**src/rtl/skl_pkg.sv**
```systemverilog
// constants and types of the serial key loader port
package skl_pkg;
  localparam int KEY_W = 64;
  localparam int CNT_W = 7;
  localparam int ADR_W = 4;
  localparam int DAT_W = 32;
  localparam int GRP_W = 8;
  localparam int NGRP = KEY_W / GRP_W;
  localparam logic [6:0] LAST_BIT = 7'h3F;
  localparam logic [6:0] CNT_ZERO = 7'h00;
  localparam logic [6:0] CNT_ONE = 7'h01;
  // register byte offsets
  localparam logic [3:0] OFS_CTRL = 4'h0;
  localparam logic [3:0] OFS_STAT = 4'h4;
  localparam logic [3:0] OFS_TKLO = 4'h8;
  localparam logic [3:0] OFS_TKHI = 4'hC;
  // control fields
  localparam int C_MODE = 0;
  localparam int C_INH = 2;
  localparam int C_START = 3;
  localparam int C_ECLR = 4;
  localparam int C_PCLR = 5;
  // status fields
  localparam int S_MODE = 0;
  localparam int S_BUSY = 2;
  localparam int S_ZERO = 3;
  localparam int S_EERR = 4;
  localparam int S_PERR = 5;
  localparam int S_IVRDY = 6;
  localparam int S_MAINT = 7;
  localparam int S_INH = 8;
  localparam int S_CNT = 9;
  localparam int STAT_W = 16;
  localparam logic [63:0] KEY_ZERO = 64'h0000000000000000;
  localparam logic [63:0] LFSR_TAPS = 64'hD800000000000000;
  localparam logic [63:0] LFSR_SEED = 64'h0000000000000001;
  localparam logic [31:0] DAT_ZERO = 32'h00000000;
  typedef enum logic [1:0] {
    SKL_CFB = 2'b00,
    SKL_CBC = 2'b01,
    SKL_OFB = 2'b10,
    SKL_ECB = 2'b11
  } skl_mode_t;
  typedef enum logic [1:0] {
    SKL_IDLE = 2'b00,
    SKL_XFER = 2'b01,
    SKL_CHECK = 2'b10
  } skl_st_t;
endpackage

```
**src/rtl/skl_top.sv**
```systemverilog
// serial key loader port with key storage, zeroization and iv control
//
// Summary of operation
// - request idles high, goes low only when software starts a transfer
// - only the first 64 loader clock rising edges capture bits; rest ignored
// - data and clock may serve other uses outside a transfer
// - no undesignated circuit is needed to load a key
// - odd parity per byte checked at entry and on every internal transfer
// - tamper zeroizes stored key, and iv too in chaining mode
// - key store is zeroizable; test key is exempt
// - maintenance inhibit auto-clears and test key zeroizes on leaving maintenance
// - zeroized device cannot encrypt or decrypt
// - no readout path for a plain key; test key reads zero
// - stored key survives primary power loss
// - shift buffer cleared once key reaches storage
// - new iv after key load, power return except chaining, start-up
// - every chain must begin with an iv
// - cipher feedback: iv of at least 48 bits, new per chain, plain
// - chaining: 64-bit iv, encrypted before sending, new only on key load
// - output feedback: 64-bit iv, may be sent plain
// - iv values drawn from a free-running maximal sequence
// - last iv retained across power loss
// - key bit one arrives first, bit sixty-four last
// - ciphertext suppressed while a key transfer runs
// - key is 56 random bits plus 8 odd-parity bits
`timescale 1ns/10ps
`default_nettype none
module skl_top (
  input wire logic clk_i,
  input wire logic rst_n_i,
  input wire logic ce_i,
  input wire logic [skl_pkg::ADR_W-1:0] addr_i,
  input wire logic [skl_pkg::DAT_W-1:0] wdata_i,
  input wire logic wr_i,
  input wire logic rd_i,
  output logic [skl_pkg::DAT_W-1:0] rdata_o,
  output logic key_req_n_o,
  input wire logic key_data_i,
  input wire logic key_clk_i,
  input wire logic tamper_i,
  input wire logic maint_i,
  input wire logic pwr_ok_i,
  input wire logic chain_start_i,
  output logic [skl_pkg::KEY_W-1:0] key_o,
  output logic [skl_pkg::KEY_W-1:0] iv_o,
  output logic iv_new_o,
  output logic iv_encrypt_o,
  output logic iv_ready_o,
  output logic cipher_en_o,
  output logic ct_inhibit_o
);
  import skl_pkg::*;

  function automatic logic par_ok(input logic [KEY_W-1:0] k);
    logic ok;
    ok = 1'b1;
    for (int i = 0; i < NGRP; i++) begin
      ok = ok & (^k[i*GRP_W +: GRP_W]);
    end
    return ok;
  endfunction

  // ==========================================================
  // pin synchronisers
  logic clk_s1, clk_s2, clk_s3;
  logic dat_s1, dat_s2;
  logic tmp_s1, tmp_s2, tmp_s3;
  logic mnt_s1, mnt_s2, mnt_s3;
  logic pwr_s1, pwr_s2, pwr_s3;

  always_ff @(posedge clk_i) begin
    if (!rst_n_i) begin
      {clk_s1, clk_s2, clk_s3} <= 3'h0;
      {dat_s1, dat_s2} <= 2'h0;
      {tmp_s1, tmp_s2, tmp_s3} <= 3'h0;
      {mnt_s1, mnt_s2, mnt_s3} <= 3'h0;
      {pwr_s1, pwr_s2, pwr_s3} <= 3'h0;
    end else if (ce_i) begin
      clk_s1 <= key_clk_i;
      clk_s2 <= clk_s1;
      clk_s3 <= clk_s2;
      dat_s1 <= key_data_i;
      dat_s2 <= dat_s1;
      tmp_s1 <= tamper_i;
      tmp_s2 <= tmp_s1;
      tmp_s3 <= tmp_s2;
      mnt_s1 <= maint_i;
      mnt_s2 <= mnt_s1;
      mnt_s3 <= mnt_s2;
      pwr_s1 <= pwr_ok_i;
      pwr_s2 <= pwr_s1;
      pwr_s3 <= pwr_s2;
    end
  end

  logic kclk_rise, tamper_ev, maint_exit, pwr_back;
  assign kclk_rise = clk_s2 & ~clk_s3;
  assign tamper_ev = tmp_s2 & ~tmp_s3;
  assign maint_exit = mnt_s3 & ~mnt_s2;
  assign pwr_back = pwr_s2 & ~pwr_s3;

  // ==========================================================
  // control register
  skl_mode_t mode;
  logic inhibit;
  logic [KEY_W-1:0] tkey;
  logic wr_ctrl, start, zeroize, iv_zero;

  assign wr_ctrl = wr_i & (addr_i == OFS_CTRL);
  assign start = wr_ctrl & wdata_i[C_START];

  always_ff @(posedge clk_i) begin
    if (!rst_n_i) begin
      mode <= SKL_CFB;
    end else if (ce_i && wr_ctrl) begin
      mode <= skl_mode_t'(wdata_i[C_MODE +: 2]);
    end
  end

  // inhibit settable only inside the opened case
  always_ff @(posedge clk_i) begin
    if (!rst_n_i) begin
      inhibit <= 1'b0;
    end else if (ce_i) begin
      if (maint_exit || !mnt_s2) begin
        inhibit <= 1'b0;
      end else if (wr_ctrl) begin
        inhibit <= wdata_i[C_INH];
      end
    end
  end

  // test key is exempt from tamper zeroize but dies on maintenance exit
  always_ff @(posedge clk_i) begin
    if (!rst_n_i) begin
      tkey <= KEY_ZERO;
    end else if (ce_i) begin
      if (maint_exit) begin
        tkey <= KEY_ZERO;
      end else if (wr_i && mnt_s2 && addr_i == OFS_TKLO) begin
        tkey[DAT_W-1:0] <= wdata_i;
      end else if (wr_i && mnt_s2 && addr_i == OFS_TKHI) begin
        tkey[KEY_W-1:DAT_W] <= wdata_i;
      end
    end
  end

  assign zeroize = tamper_ev & ~inhibit;
  assign iv_zero = zeroize & (mode == SKL_CBC);

  // ==========================================================
  // serial transfer state machine
  skl_st_t st;
  logic [KEY_W-1:0] sr;
  logic [CNT_W-1:0] cnt;
  logic commit, bad_key;

  // the loader clock is oversampled, so it must stay well below clk_i/4
  always_ff @(posedge clk_i) begin
    if (!rst_n_i) begin
      st <= SKL_IDLE;
      key_req_n_o <= 1'b1;
      cnt <= CNT_ZERO;
      sr <= KEY_ZERO;
    end else if (ce_i) begin
      case (st)
        SKL_IDLE: begin
          if (start && pwr_s2) begin
            st <= SKL_XFER;
            key_req_n_o <= 1'b0;
            cnt <= CNT_ZERO;
          end
        end
        SKL_XFER: begin
          if (zeroize || !pwr_s2) begin
            st <= SKL_IDLE;
            key_req_n_o <= 1'b1;
            sr <= KEY_ZERO;
          end else if (kclk_rise) begin
            sr <= {sr[KEY_W-2:0], dat_s2};
            cnt <= cnt + CNT_ONE;
            if (cnt == LAST_BIT) begin
              st <= SKL_CHECK;
              key_req_n_o <= 1'b1;
            end
          end
        end
        SKL_CHECK: begin
          st <= SKL_IDLE;
          sr <= KEY_ZERO;
        end
        default: begin
          st <= SKL_IDLE;
          key_req_n_o <= 1'b1;
        end
      endcase
    end
  end

  // clock edges outside a transfer change nothing here
  assign commit = (st == SKL_CHECK) & par_ok(sr);
  assign bad_key = (st == SKL_CHECK) & ~par_ok(sr);

  // ==========================================================
  // key storage, battery domain: primary power loss does not touch it
  logic [KEY_W-1:0] key_store;
  logic key_valid;

  always_ff @(posedge clk_i) begin
    if (!rst_n_i) begin
      key_store <= KEY_ZERO;
      key_valid <= 1'b0;
    end else if (ce_i) begin
      if (zeroize) begin
        key_store <= KEY_ZERO;
        key_valid <= 1'b0;
      end else if (commit && !zeroize) begin
        key_store <= sr;
        key_valid <= 1'b1;
      end
    end
  end

  // working copy to the cipher core, parity checked on every move
  logic [KEY_W-1:0] key_src;
  logic src_ok, par_alarm, entry_err;
  assign key_src = mnt_s2 ? tkey : key_store;
  assign src_ok = par_ok(key_src);

  always_ff @(posedge clk_i) begin
    if (!rst_n_i) begin
      key_o <= KEY_ZERO;
    end else if (ce_i) begin
      key_o <= src_ok ? key_src : KEY_ZERO;
    end
  end

  // set wins over a software clear in the same cycle
  always_ff @(posedge clk_i) begin
    if (!rst_n_i) begin
      par_alarm <= 1'b0;
    end else if (ce_i) begin
      if ((key_valid || mnt_s2) && !src_ok) begin
        par_alarm <= 1'b1;
      end else if (wr_ctrl && wdata_i[C_PCLR]) begin
        par_alarm <= 1'b0;
      end
    end
  end

  always_ff @(posedge clk_i) begin
    if (!rst_n_i) begin
      entry_err <= 1'b0;
    end else if (ce_i) begin
      if (bad_key) begin
        entry_err <= 1'b1;
      end else if (wr_ctrl && wdata_i[C_ECLR]) begin
        entry_err <= 1'b0;
      end
    end
  end

  // ==========================================================
  // cipher gating
  always_ff @(posedge clk_i) begin
    if (!rst_n_i) begin
      cipher_en_o <= 1'b0;
      ct_inhibit_o <= 1'b1;
    end else if (ce_i) begin
      cipher_en_o <= key_valid & pwr_s2 & src_ok & (st == SKL_IDLE);
      ct_inhibit_o <= (st != SKL_IDLE) | ~key_valid | ~pwr_s2;
    end
  end

  // ==========================================================
  // initializing vector
  logic [KEY_W-1:0] lfsr;
  logic iv_need;

  // runs every cycle; requests land at unpredictable phases of it
  always_ff @(posedge clk_i) begin
    if (!rst_n_i) begin
      lfsr <= LFSR_SEED;
    end else if (ce_i) begin
      lfsr <= {lfsr[KEY_W-2:0], ^(lfsr & LFSR_TAPS)};
    end
  end

  // reset puts iv_need high: a start-up always draws a new vector
  always_ff @(posedge clk_i) begin
    if (!rst_n_i) begin
      iv_need <= 1'b1;
    end else if (ce_i) begin
      if (commit || iv_zero) begin
        iv_need <= 1'b1;
      end else if (pwr_back && mode != SKL_CBC) begin
        iv_need <= 1'b1;
      end else if (chain_start_i && mode == SKL_CFB) begin
        iv_need <= 1'b1;
      end else if (key_valid && pwr_s2) begin
        iv_need <= 1'b0;
      end
    end
  end

  // full 64-bit vector serves all modes, above the 48-bit floor
  always_ff @(posedge clk_i) begin
    if (!rst_n_i) begin
      iv_o <= KEY_ZERO;
      iv_new_o <= 1'b0;
    end else if (ce_i) begin
      iv_new_o <= 1'b0;
      if (iv_zero) begin
        iv_o <= KEY_ZERO;
      end else if (iv_need && key_valid && pwr_s2) begin
        iv_o <= lfsr;
        iv_new_o <= 1'b1;
      end
    end
  end

  always_ff @(posedge clk_i) begin
    if (!rst_n_i) begin
      iv_encrypt_o <= 1'b0;
      iv_ready_o <= 1'b0;
    end else if (ce_i) begin
      iv_encrypt_o <= (mode == SKL_CBC);
      iv_ready_o <= ~iv_need & key_valid & ~chain_start_i;
    end
  end

  // ==========================================================
  // register read port; keys never appear here
  logic [STAT_W-1:0] stat;
  always_comb begin
    stat = '0;
    stat[S_MODE +: 2] = mode;
    stat[S_BUSY] = (st != SKL_IDLE);
    stat[S_ZERO] = ~key_valid;
    stat[S_EERR] = entry_err;
    stat[S_PERR] = par_alarm;
    stat[S_IVRDY] = iv_ready_o;
    stat[S_MAINT] = mnt_s2;
    stat[S_INH] = inhibit;
    stat[S_CNT +: CNT_W] = cnt;
  end

  always_ff @(posedge clk_i) begin
    if (!rst_n_i) begin
      rdata_o <= DAT_ZERO;
    end else if (ce_i) begin
      rdata_o <= DAT_ZERO;
      if (rd_i) begin
        case (addr_i)
          OFS_CTRL: rdata_o <= {26'h0, 1'b0, 1'b0, 1'b0, inhibit, mode};
          OFS_STAT: rdata_o <= {16'h0, stat};
          default: rdata_o <= DAT_ZERO;
        endcase
      end
    end
  end
endmodule
`default_nettype wire

```
**config.mk**
```make
export PLATFORM = sky130hd
export DESIGN_NAME = skl_top
export DESIGN_NICKNAME = d
export VERILOG_FILES = /design/src/rtl/skl_pkg.sv /design/src/rtl/skl_top.sv
export SDC_FILE = /design/constraint.sdc
export NUM_CORES = 1
export LEC_CHECK = 0
export BUFFER_PORTS_ARGS = -buffer_cell sky130_fd_sc_hd__buf_2
export CAP_MARGIN = 30
export CORE_UTILIZATION = 58
export DETAILED_ROUTE_END_ITERATION = 7
export PLACE_DENSITY = 0.8
export SLEW_MARGIN = 15
export SYNTH_ARGS = -nofsm -noshare
export SYNTH_HDL_FRONTEND = slang
export SYNTH_SLANG_ARGS = --single-unit
```
**constraint.sdc**
```tcl
create_clock -name clk_i -period 3.6 [get_ports clk_i]
set_clock_uncertainty 0.05 [all_clocks]
set_input_delay 0.9 -clock clk_i [delete_from_list [all_inputs] [get_ports clk_i]]
set_output_delay 0.9 -clock clk_i [all_outputs]
set_load 0.03 [all_outputs]
```
==> flow_summary.json, run 1 <==
{
  "irDropWorstVdd_mv": 0.304,
  "holdPathStages": 2,
  "setup_viol": 0,
  "fillers": 2410,
  "grt_pass1_vias": 13200,
  "syn_to_final_growth_pct": 14.4,
  "p_total_mw": 9.71,
  "synth.avg_cell_area_um2": 9.86,
  "antenna_found_initial": 2,
  "wl_per_cell_um": 17.6,
  "grt_max_degree": 170,
  "numCtsBuffers": 44,
  "clock-sinks": 436,
  "hold_path_end": "tkey[43]",
  "period_minus_slack_ns": 3.05,
  "antenna_left": 0,
  "drt-vias-per-instance": 5.76,
  "async_reset_ff_share_pct": 0,
  "overflow": 0,
  "drive_gt1_share_pct": 15.6,
  "syn-instance-count": 1853,
  "hp-start": "tkey[43]",
  "ctsResizeCount": 0,
  "cp.arrival_ns": 3.47,
  "gp_congestion": 0.850,
  "num_io_pins": 213,
  "violations": "DRC",
  "die_w_um": 179,
  "ys_seq_area_share_pct": 47.8,
  "worst_slack_ns": 0.555,
  "clkTransAtPathRegs_ns": 0.06,
  "relSlewSlack_pct": 50.7,
  "worst_pin_slew_ns": 0.739,
  "r2r_end": "key_o[40]",
  "synth_edf_count": 0,
  "outcome": "finished, violations left",
  "cts_max_level": 2,
  "critical_path_peak_fanout": 32,
  "final_cell_area_um2": 20900,
  "yosys_warnings": 0,
  "r2r_start": "mnt_s2",
  "final_cell_count_no_fill": 2406,
  "cts.path.max_buffers": 3,
  "final_hold_viol_count": 0,
  "worstSkewPairLatency_ns": 0.55,
  "grt_pass1_wl_um": 69100,
  "seqCellArea_um2": 8730,
  "cts_setup_buffers": 0,
  "postPlaceCellArea_um2": 19400,
  "cts_tree": "built",
  "critPathRequiredTime_ns": 4.02,
  "end_kind": "register",
  "synth_ff_type": "dfxtp_1",
  "fin_nets": 2022,
  "core_um2": 30800,
  "r2r_cells": 9,
  "dieArea_um2": 32200,
  "p_leak_nw": 7.72,
  "dp_hpwl_um": 27500,
  "initial_core_util_pct": 59.3,
  "pre_cts_slack_ns": 0.425,
  "die_height_um": 179,
  "synth_seq_cells": 436,
  "ctsRootBufferMaster": "clkbuf_16",
  "power_density_nw_per_um2": 465,
  "hold_ws_ns": 0.415,
  "synth_cell_types": 47,
  "row_count": 64,
  "start_kind": "register",
  "fin_crit_sh_pct": 84.6,
  "portBuffers": 196,
  "hold_path.class": "register to register",
  "firstDrtPassIters": 8,
  "crit_type": "register to register",
  "wl_um": 42400,
  "reg2reg_setup_slack_ns": 0.55,
  "synth_area_leaders": "dfxtp_1, mux2i_1, nor2b_1, a21boi_0, xnor2_1",
  "final_util_pct": 67.8,
  "synth_area_leader_cell": "dfxtp_1",
  "vias": 13900,
  "tns_ns": 0,
  "grt_setup_unrepaired": "false",
  "holdBufCountCts": 0,
  "syn-cell-area_um2": 18300,
  "drc": 28,
  "synth_top_area_share_pct": 47.8,
  "cap_violations": 0,
  "multiInputGateArea_um2": 8860,
  "fmax_ghz": 0.328,
  "drt_iter0_markers": 1321,
  "slew_violations": 0,
  "place_inst": 2323,
  "grtUsageTotal_pct": 25.9
}
synth_stat cells, types with 5 or more instances:
| cell type | count |
|---|---|
| mux2i_1 | 154 |
| buf_2 | 14 |
| buf_6 | 5 |
| xnor2_1 | 100 |
| nor3_1 | 6 |
| nand3_1 | 132 |
| a22oi_1 | 78 |
| nand2_1 | 153 |
| o21ai_0 | 9 |
| a21oi_1 | 11 |
| nor2_1 | 28 |
| clkbuf_1 | 116 |
| nor2b_1 | 225 |
| a22o_1 | 65 |
| a21boi_0 | 134 |
| xor2_1 | 36 |
| inv_1 | 8 |
| buf_4 | 20 |
| a32o_1 | 65 |
| buf_1 | 14 |
| dfxtp_1 | 436 |
cell usage in the layout, fill, tap and decap left out, types with 9 or more instances in the layout:
cell type	netlist	routed
mux2i_1	154	154
buf_2	14	194
a32o_1	65	65
nor2b_1	225	225
a21boi_0	134	134
xnor2_1	100	100
xor2_1	36	36
nor2_1	28	26
a21oi_1	11	10
a22oi_1	78	78
buf_4	20	28
nand3_1	132	132
nand2_1	153	152
clkbuf_8	0	17
dfxtp_1	436	435
conb_1	1	16
clkbuf_16	0	44
a22o_1	65	65
o21ai_0	9	9
clkbuf_1	116	12
where the power goes:
part	leakage (nW)	internal, mW	switching [mW]
registers	3.51	4.84	0.0141
clock network	0.717	2.66	1.84
logic	3.49	0.134	0.220
total	7.72	7.63	2.08
how the worst max path moves through the flow:
stage / from / endpoint / slack (ns)
after floorplan: addr_i[1] / cnt[0] / 0.75
after global placement: ce_i / cnt[5] / 0.48
after detailed placement: ce_i / cnt[5] / 0.42
after CTS: mnt_s2 / key_o[40] / 0.58
after global routing: mnt_s2 / key_o[3] / 0.38
final: mnt_s2 / key_o[40] / 0.55
registers in the layout, indices dropped and copies added (netlist names), 2 cells and up:
signal     flops
cnt            7
iv_o          64
key_o         64
key_store     64
lfsr          64
mode           2
rdata_o       16
sr            64
st             2
tkey          64
cells by family (layout without fill, tap and decap cells):
group,count (synthesis),after routing,share of synthesized area (%)
and+or+nand+nor,570,570,16.2
DFF,436,436,47.8
AOI/OAI and AO/OA,377,377,16.6
buffers and inverters,177,317,4.35
muxes,155,155,8.51
xor gates and xnor gates,136,136,6.52
adders and majority gates,1,1,0.0685
other,1,18,0.0205
area by class of cell:
type	count	share of cell area (%)
flip-flops and latches	436	41.8
inverters	8	0.144
clock inverters	8	0.383
well taps	396	2.37
diodes	2	0.0240
clock buffers	72	6.54
multi-input cells	1255	42.4
repair buffers	229	6.33
layer usage:
metal	share of wire, %	wire length, um	track usage, %
met2	47	20100	43.5
met5	0	0	0
met3	5.4	2310	3.91
met1	44	18900	34.4
met4	2.8	1170	7.93
critical path, stage by stage (launching register included):
cell and delay, ns:
dfxtp_4 0.57, buf_12 0.27, mux2i_1 0.31, xor2_1 0.24, xnor2_1 0.17, xnor2_1 0.18
nand4_1 0.18, nor4_4 0.38, buf_4 0.40, a32o_1 0.19
Power figures use the tool's default switching activity.
==> run 2: changes to the inputs <==
==> constraint.sdc (replaced) <==
create_clock -name clk_i -period 2.9 [get_ports clk_i]
set_clock_uncertainty 0.05 [all_clocks]
set_input_delay 0.725 -clock clk_i [delete_from_list [all_inputs] [get_ports clk_i]]
set_output_delay 0.725 -clock clk_i [all_outputs]
set_load 0.03 [all_outputs]
==> run 2 against run 1 <==
The flow still finishes with violations (DRC). Worst hold slack got worse by 0.032 ns. Global-route usage increased by 0.24 points. Via count increased by 0.94%. Die area unchanged. Sequential share of layout area decreased by 0.45 points. Flip-flop and latch count unchanged. Combinational power increased by 27%. Largest cell class unchanged. Largest power group unchanged.
==> flow_summary.json, run 2 (synthesized netlist as in run 1, its figures left out) <==
{
  "outcome": "finished, violations left",
  "violations": "DRC",
  "grtUsageTotal_pct": 26.1,
  "cap_violations": 0,
  "num_io_pins": 213,
  "mostFrequentLayoutCell": "dfxtp_1",
  "numCtsBuffers": 45,
  "slew_violations": 0,
  "cts_max_level": 2,
  "overflow": 0,
  "die_height_um": 179,
  "pwr-share-comb_pct": 3.7,
  "drt-vias-per-instance": 5.79,
  "critPathRequiredTime_ns": 3.32,
  "max_stage_delay_ns": 0.41,
  "hold_path.class": "input port to register",
  "gp_congestion": 0.877,
  "grt_setup_unrepaired": "false",
  "clkPwrFrac_pct": 47.2,
  "vias": 14000,
  "worstSkewPairLatency_ns": 0.55,
  "clkTransAtPathRegs_ns": 0.06,
  "final_hold_viol_count": 0,
  "syn_to_final_growth_pct": 15.6,
  "die_w_um": 179,
  "critPathMostFrequentCell": "xnor2_1",
  "antenna_found_initial": 1,
  "p_int_mw": 9.63,
  "tns_ns": 0,
  "clock-sinks": 436,
  "portBuffers": 196,
  "drt_iter0_markers": 1180,
  "fmax_ghz": 0.371,
  "cp.buffers_inverters": 2,
  "start_kind": "register",
  "final_cell_mix": "dfxtp_1, nor2b_1, buf_2",
  "drc": 36,
  "end_kind": "register",
  "critical_path_peak_fanout": 27,
  "p_leak_nw": 7.82,
  "final_cell_count_no_fill": 2418,
  "grt_max_degree": 184,
  "row_count": 64,
  "cts_tree": "built",
  "firstDrtPassIters": 8,
  "initial_core_util_pct": 59.3,
  "path_cells": "buf_12 -> mux2i_2 -> xor2_1 -> xnor2_1 -> xnor2_1 -> nand4_1 -> nor4_4 -> buf_6 -> a32o_1",
  "relSlewSlack_pct": 50.1,
  "holdBufCountCts": 0,
  "dieArea_um2": 32200,
  "crit_type": "register to register",
  "reg2reg_setup_slack_ns": 0.20,
  "cts.path.max_buffers": 3,
  "irDropWorstVdd_mv": 0.458,
  "wl_per_cell_um": 17.7,
  "dp_hpwl_um": 27500,
  "power_density_nw_per_um2": 580,
  "fin_crit_sh_pct": 93.0,
  "worst_path_dominant_cell_family": "simple AND/OR/NAND/NOR gates",
  "core_um2": 30800,
  "sw_frac_of_total_pct": 21.4,
  "hold_ws_ns": 0.383,
  "period_minus_slack_ns": 2.70,
  "critical-path-slowest-cell": "nor4_4",
  "p_sw_mw": 2.62,
  "setup_viol": 0,
  "place_inst": 2337,
  "worst_pin_slew_ns": 0.749,
  "grt_pass1_wl_um": 69600,
  "fin_nets": 2036,
  "ctsRootBufferMaster": "clkbuf_16",
  "drive_gt1_share_pct": 16.3,
  "antenna_left": 0,
  "grt_pass1_vias": 13400,
  "seqPwrFrac_pct": 49.1,
  "cp.arrival_ns": 3.12,
  "wl_um": 42800
}
==> run 2: cell count changes in the layout (fill, tap and decap cells not counted), sizes merged <==
cell	before	now
clkinv	6	10
clkinvlp	0	2
bufinv	1	5
clkbuf	73	62
diode	2	1
inv	9	10
buf	228	241
==> run 2: cell type report <==
class | count | area [um^2]
Antenna cell | 1 | 2.50
Tap cell | 396 | 495
Clock inverter | 19 | 233
Inverter | 8 | 30.0
Clock buffer | 61 | 1250
Timing Repair Buffer | 242 | 1520
Multi-Input combinational cell | 1255 | 8870
Fill cell | 2331 | 9710
Sequential cell | 436 | 8730
==> run 2: worst register-to-register path, stage by stage, from the launching register on <==
cell	delay [ns]
dfxtp_4	0.37
buf_12	0.21
mux2i_2	0.32
xor2_1	0.23
xnor2_1	0.11
xnor2_1	0.26
nand4_1	0.20
nor4_4	0.41
buf_6	0.28
a32o_1	0.17
==> run 2: metal layers <==
layer  global-route usage [%]  wire, um
met1                     34.5     18800
met2                     43.3     20100
met3                     3.71      2500
met4                     10.1      1380
met5                        0         0
==> run 2: worst paths after layout <==
kind                startpoint           end  cells after the start
hold reg to reg   ct_inhibit_o  ct_inhibit_o                      2
setup / recovery        mnt_s2     key_o[54]                      9
hold / removal         rst_n_i       iv_need                      2
setup reg to reg        mnt_s2     key_o[54]                      9
==> run 2: per-stage QoR <==
stage	area, um^2	power [mW]	setup WS (ns)	util [%]
6_report	21100	12.3	0.204	68.5
5_1_grt	21100	12.6	0.0198	68.5
4_1_cts	21100	12.3	0.104	68.5
3_5_place_dp	19600	6.59	0.0110	63.7
3_3_place_gp	19600	6.59	0.0695	63.7
2_1_floorplan	18300	6.48	0.225	-
==> run 2: timing repair <==
item | in CTS | in global routing
buffers inserted | 0 | 0
setup endpoints to repair | 0 | 23
hold endpoints to repair | 0 | 0
resized for setup | 0 | 2
==> run 2: power groups by stage <==
stage | Sequential (mW) | Combinational (mW) | Clock [mW]
after floorplan | 6.15 | 0.327 | 0
after global placement | 6.15 | 0.439 | 0
after detailed placement | 6.15 | 0.442 | 0
after CTS | 6.02 | 0.446 | 5.87
after global routing | 6.02 | 0.476 | 6.12
final | 6.02 | 0.450 | 5.79
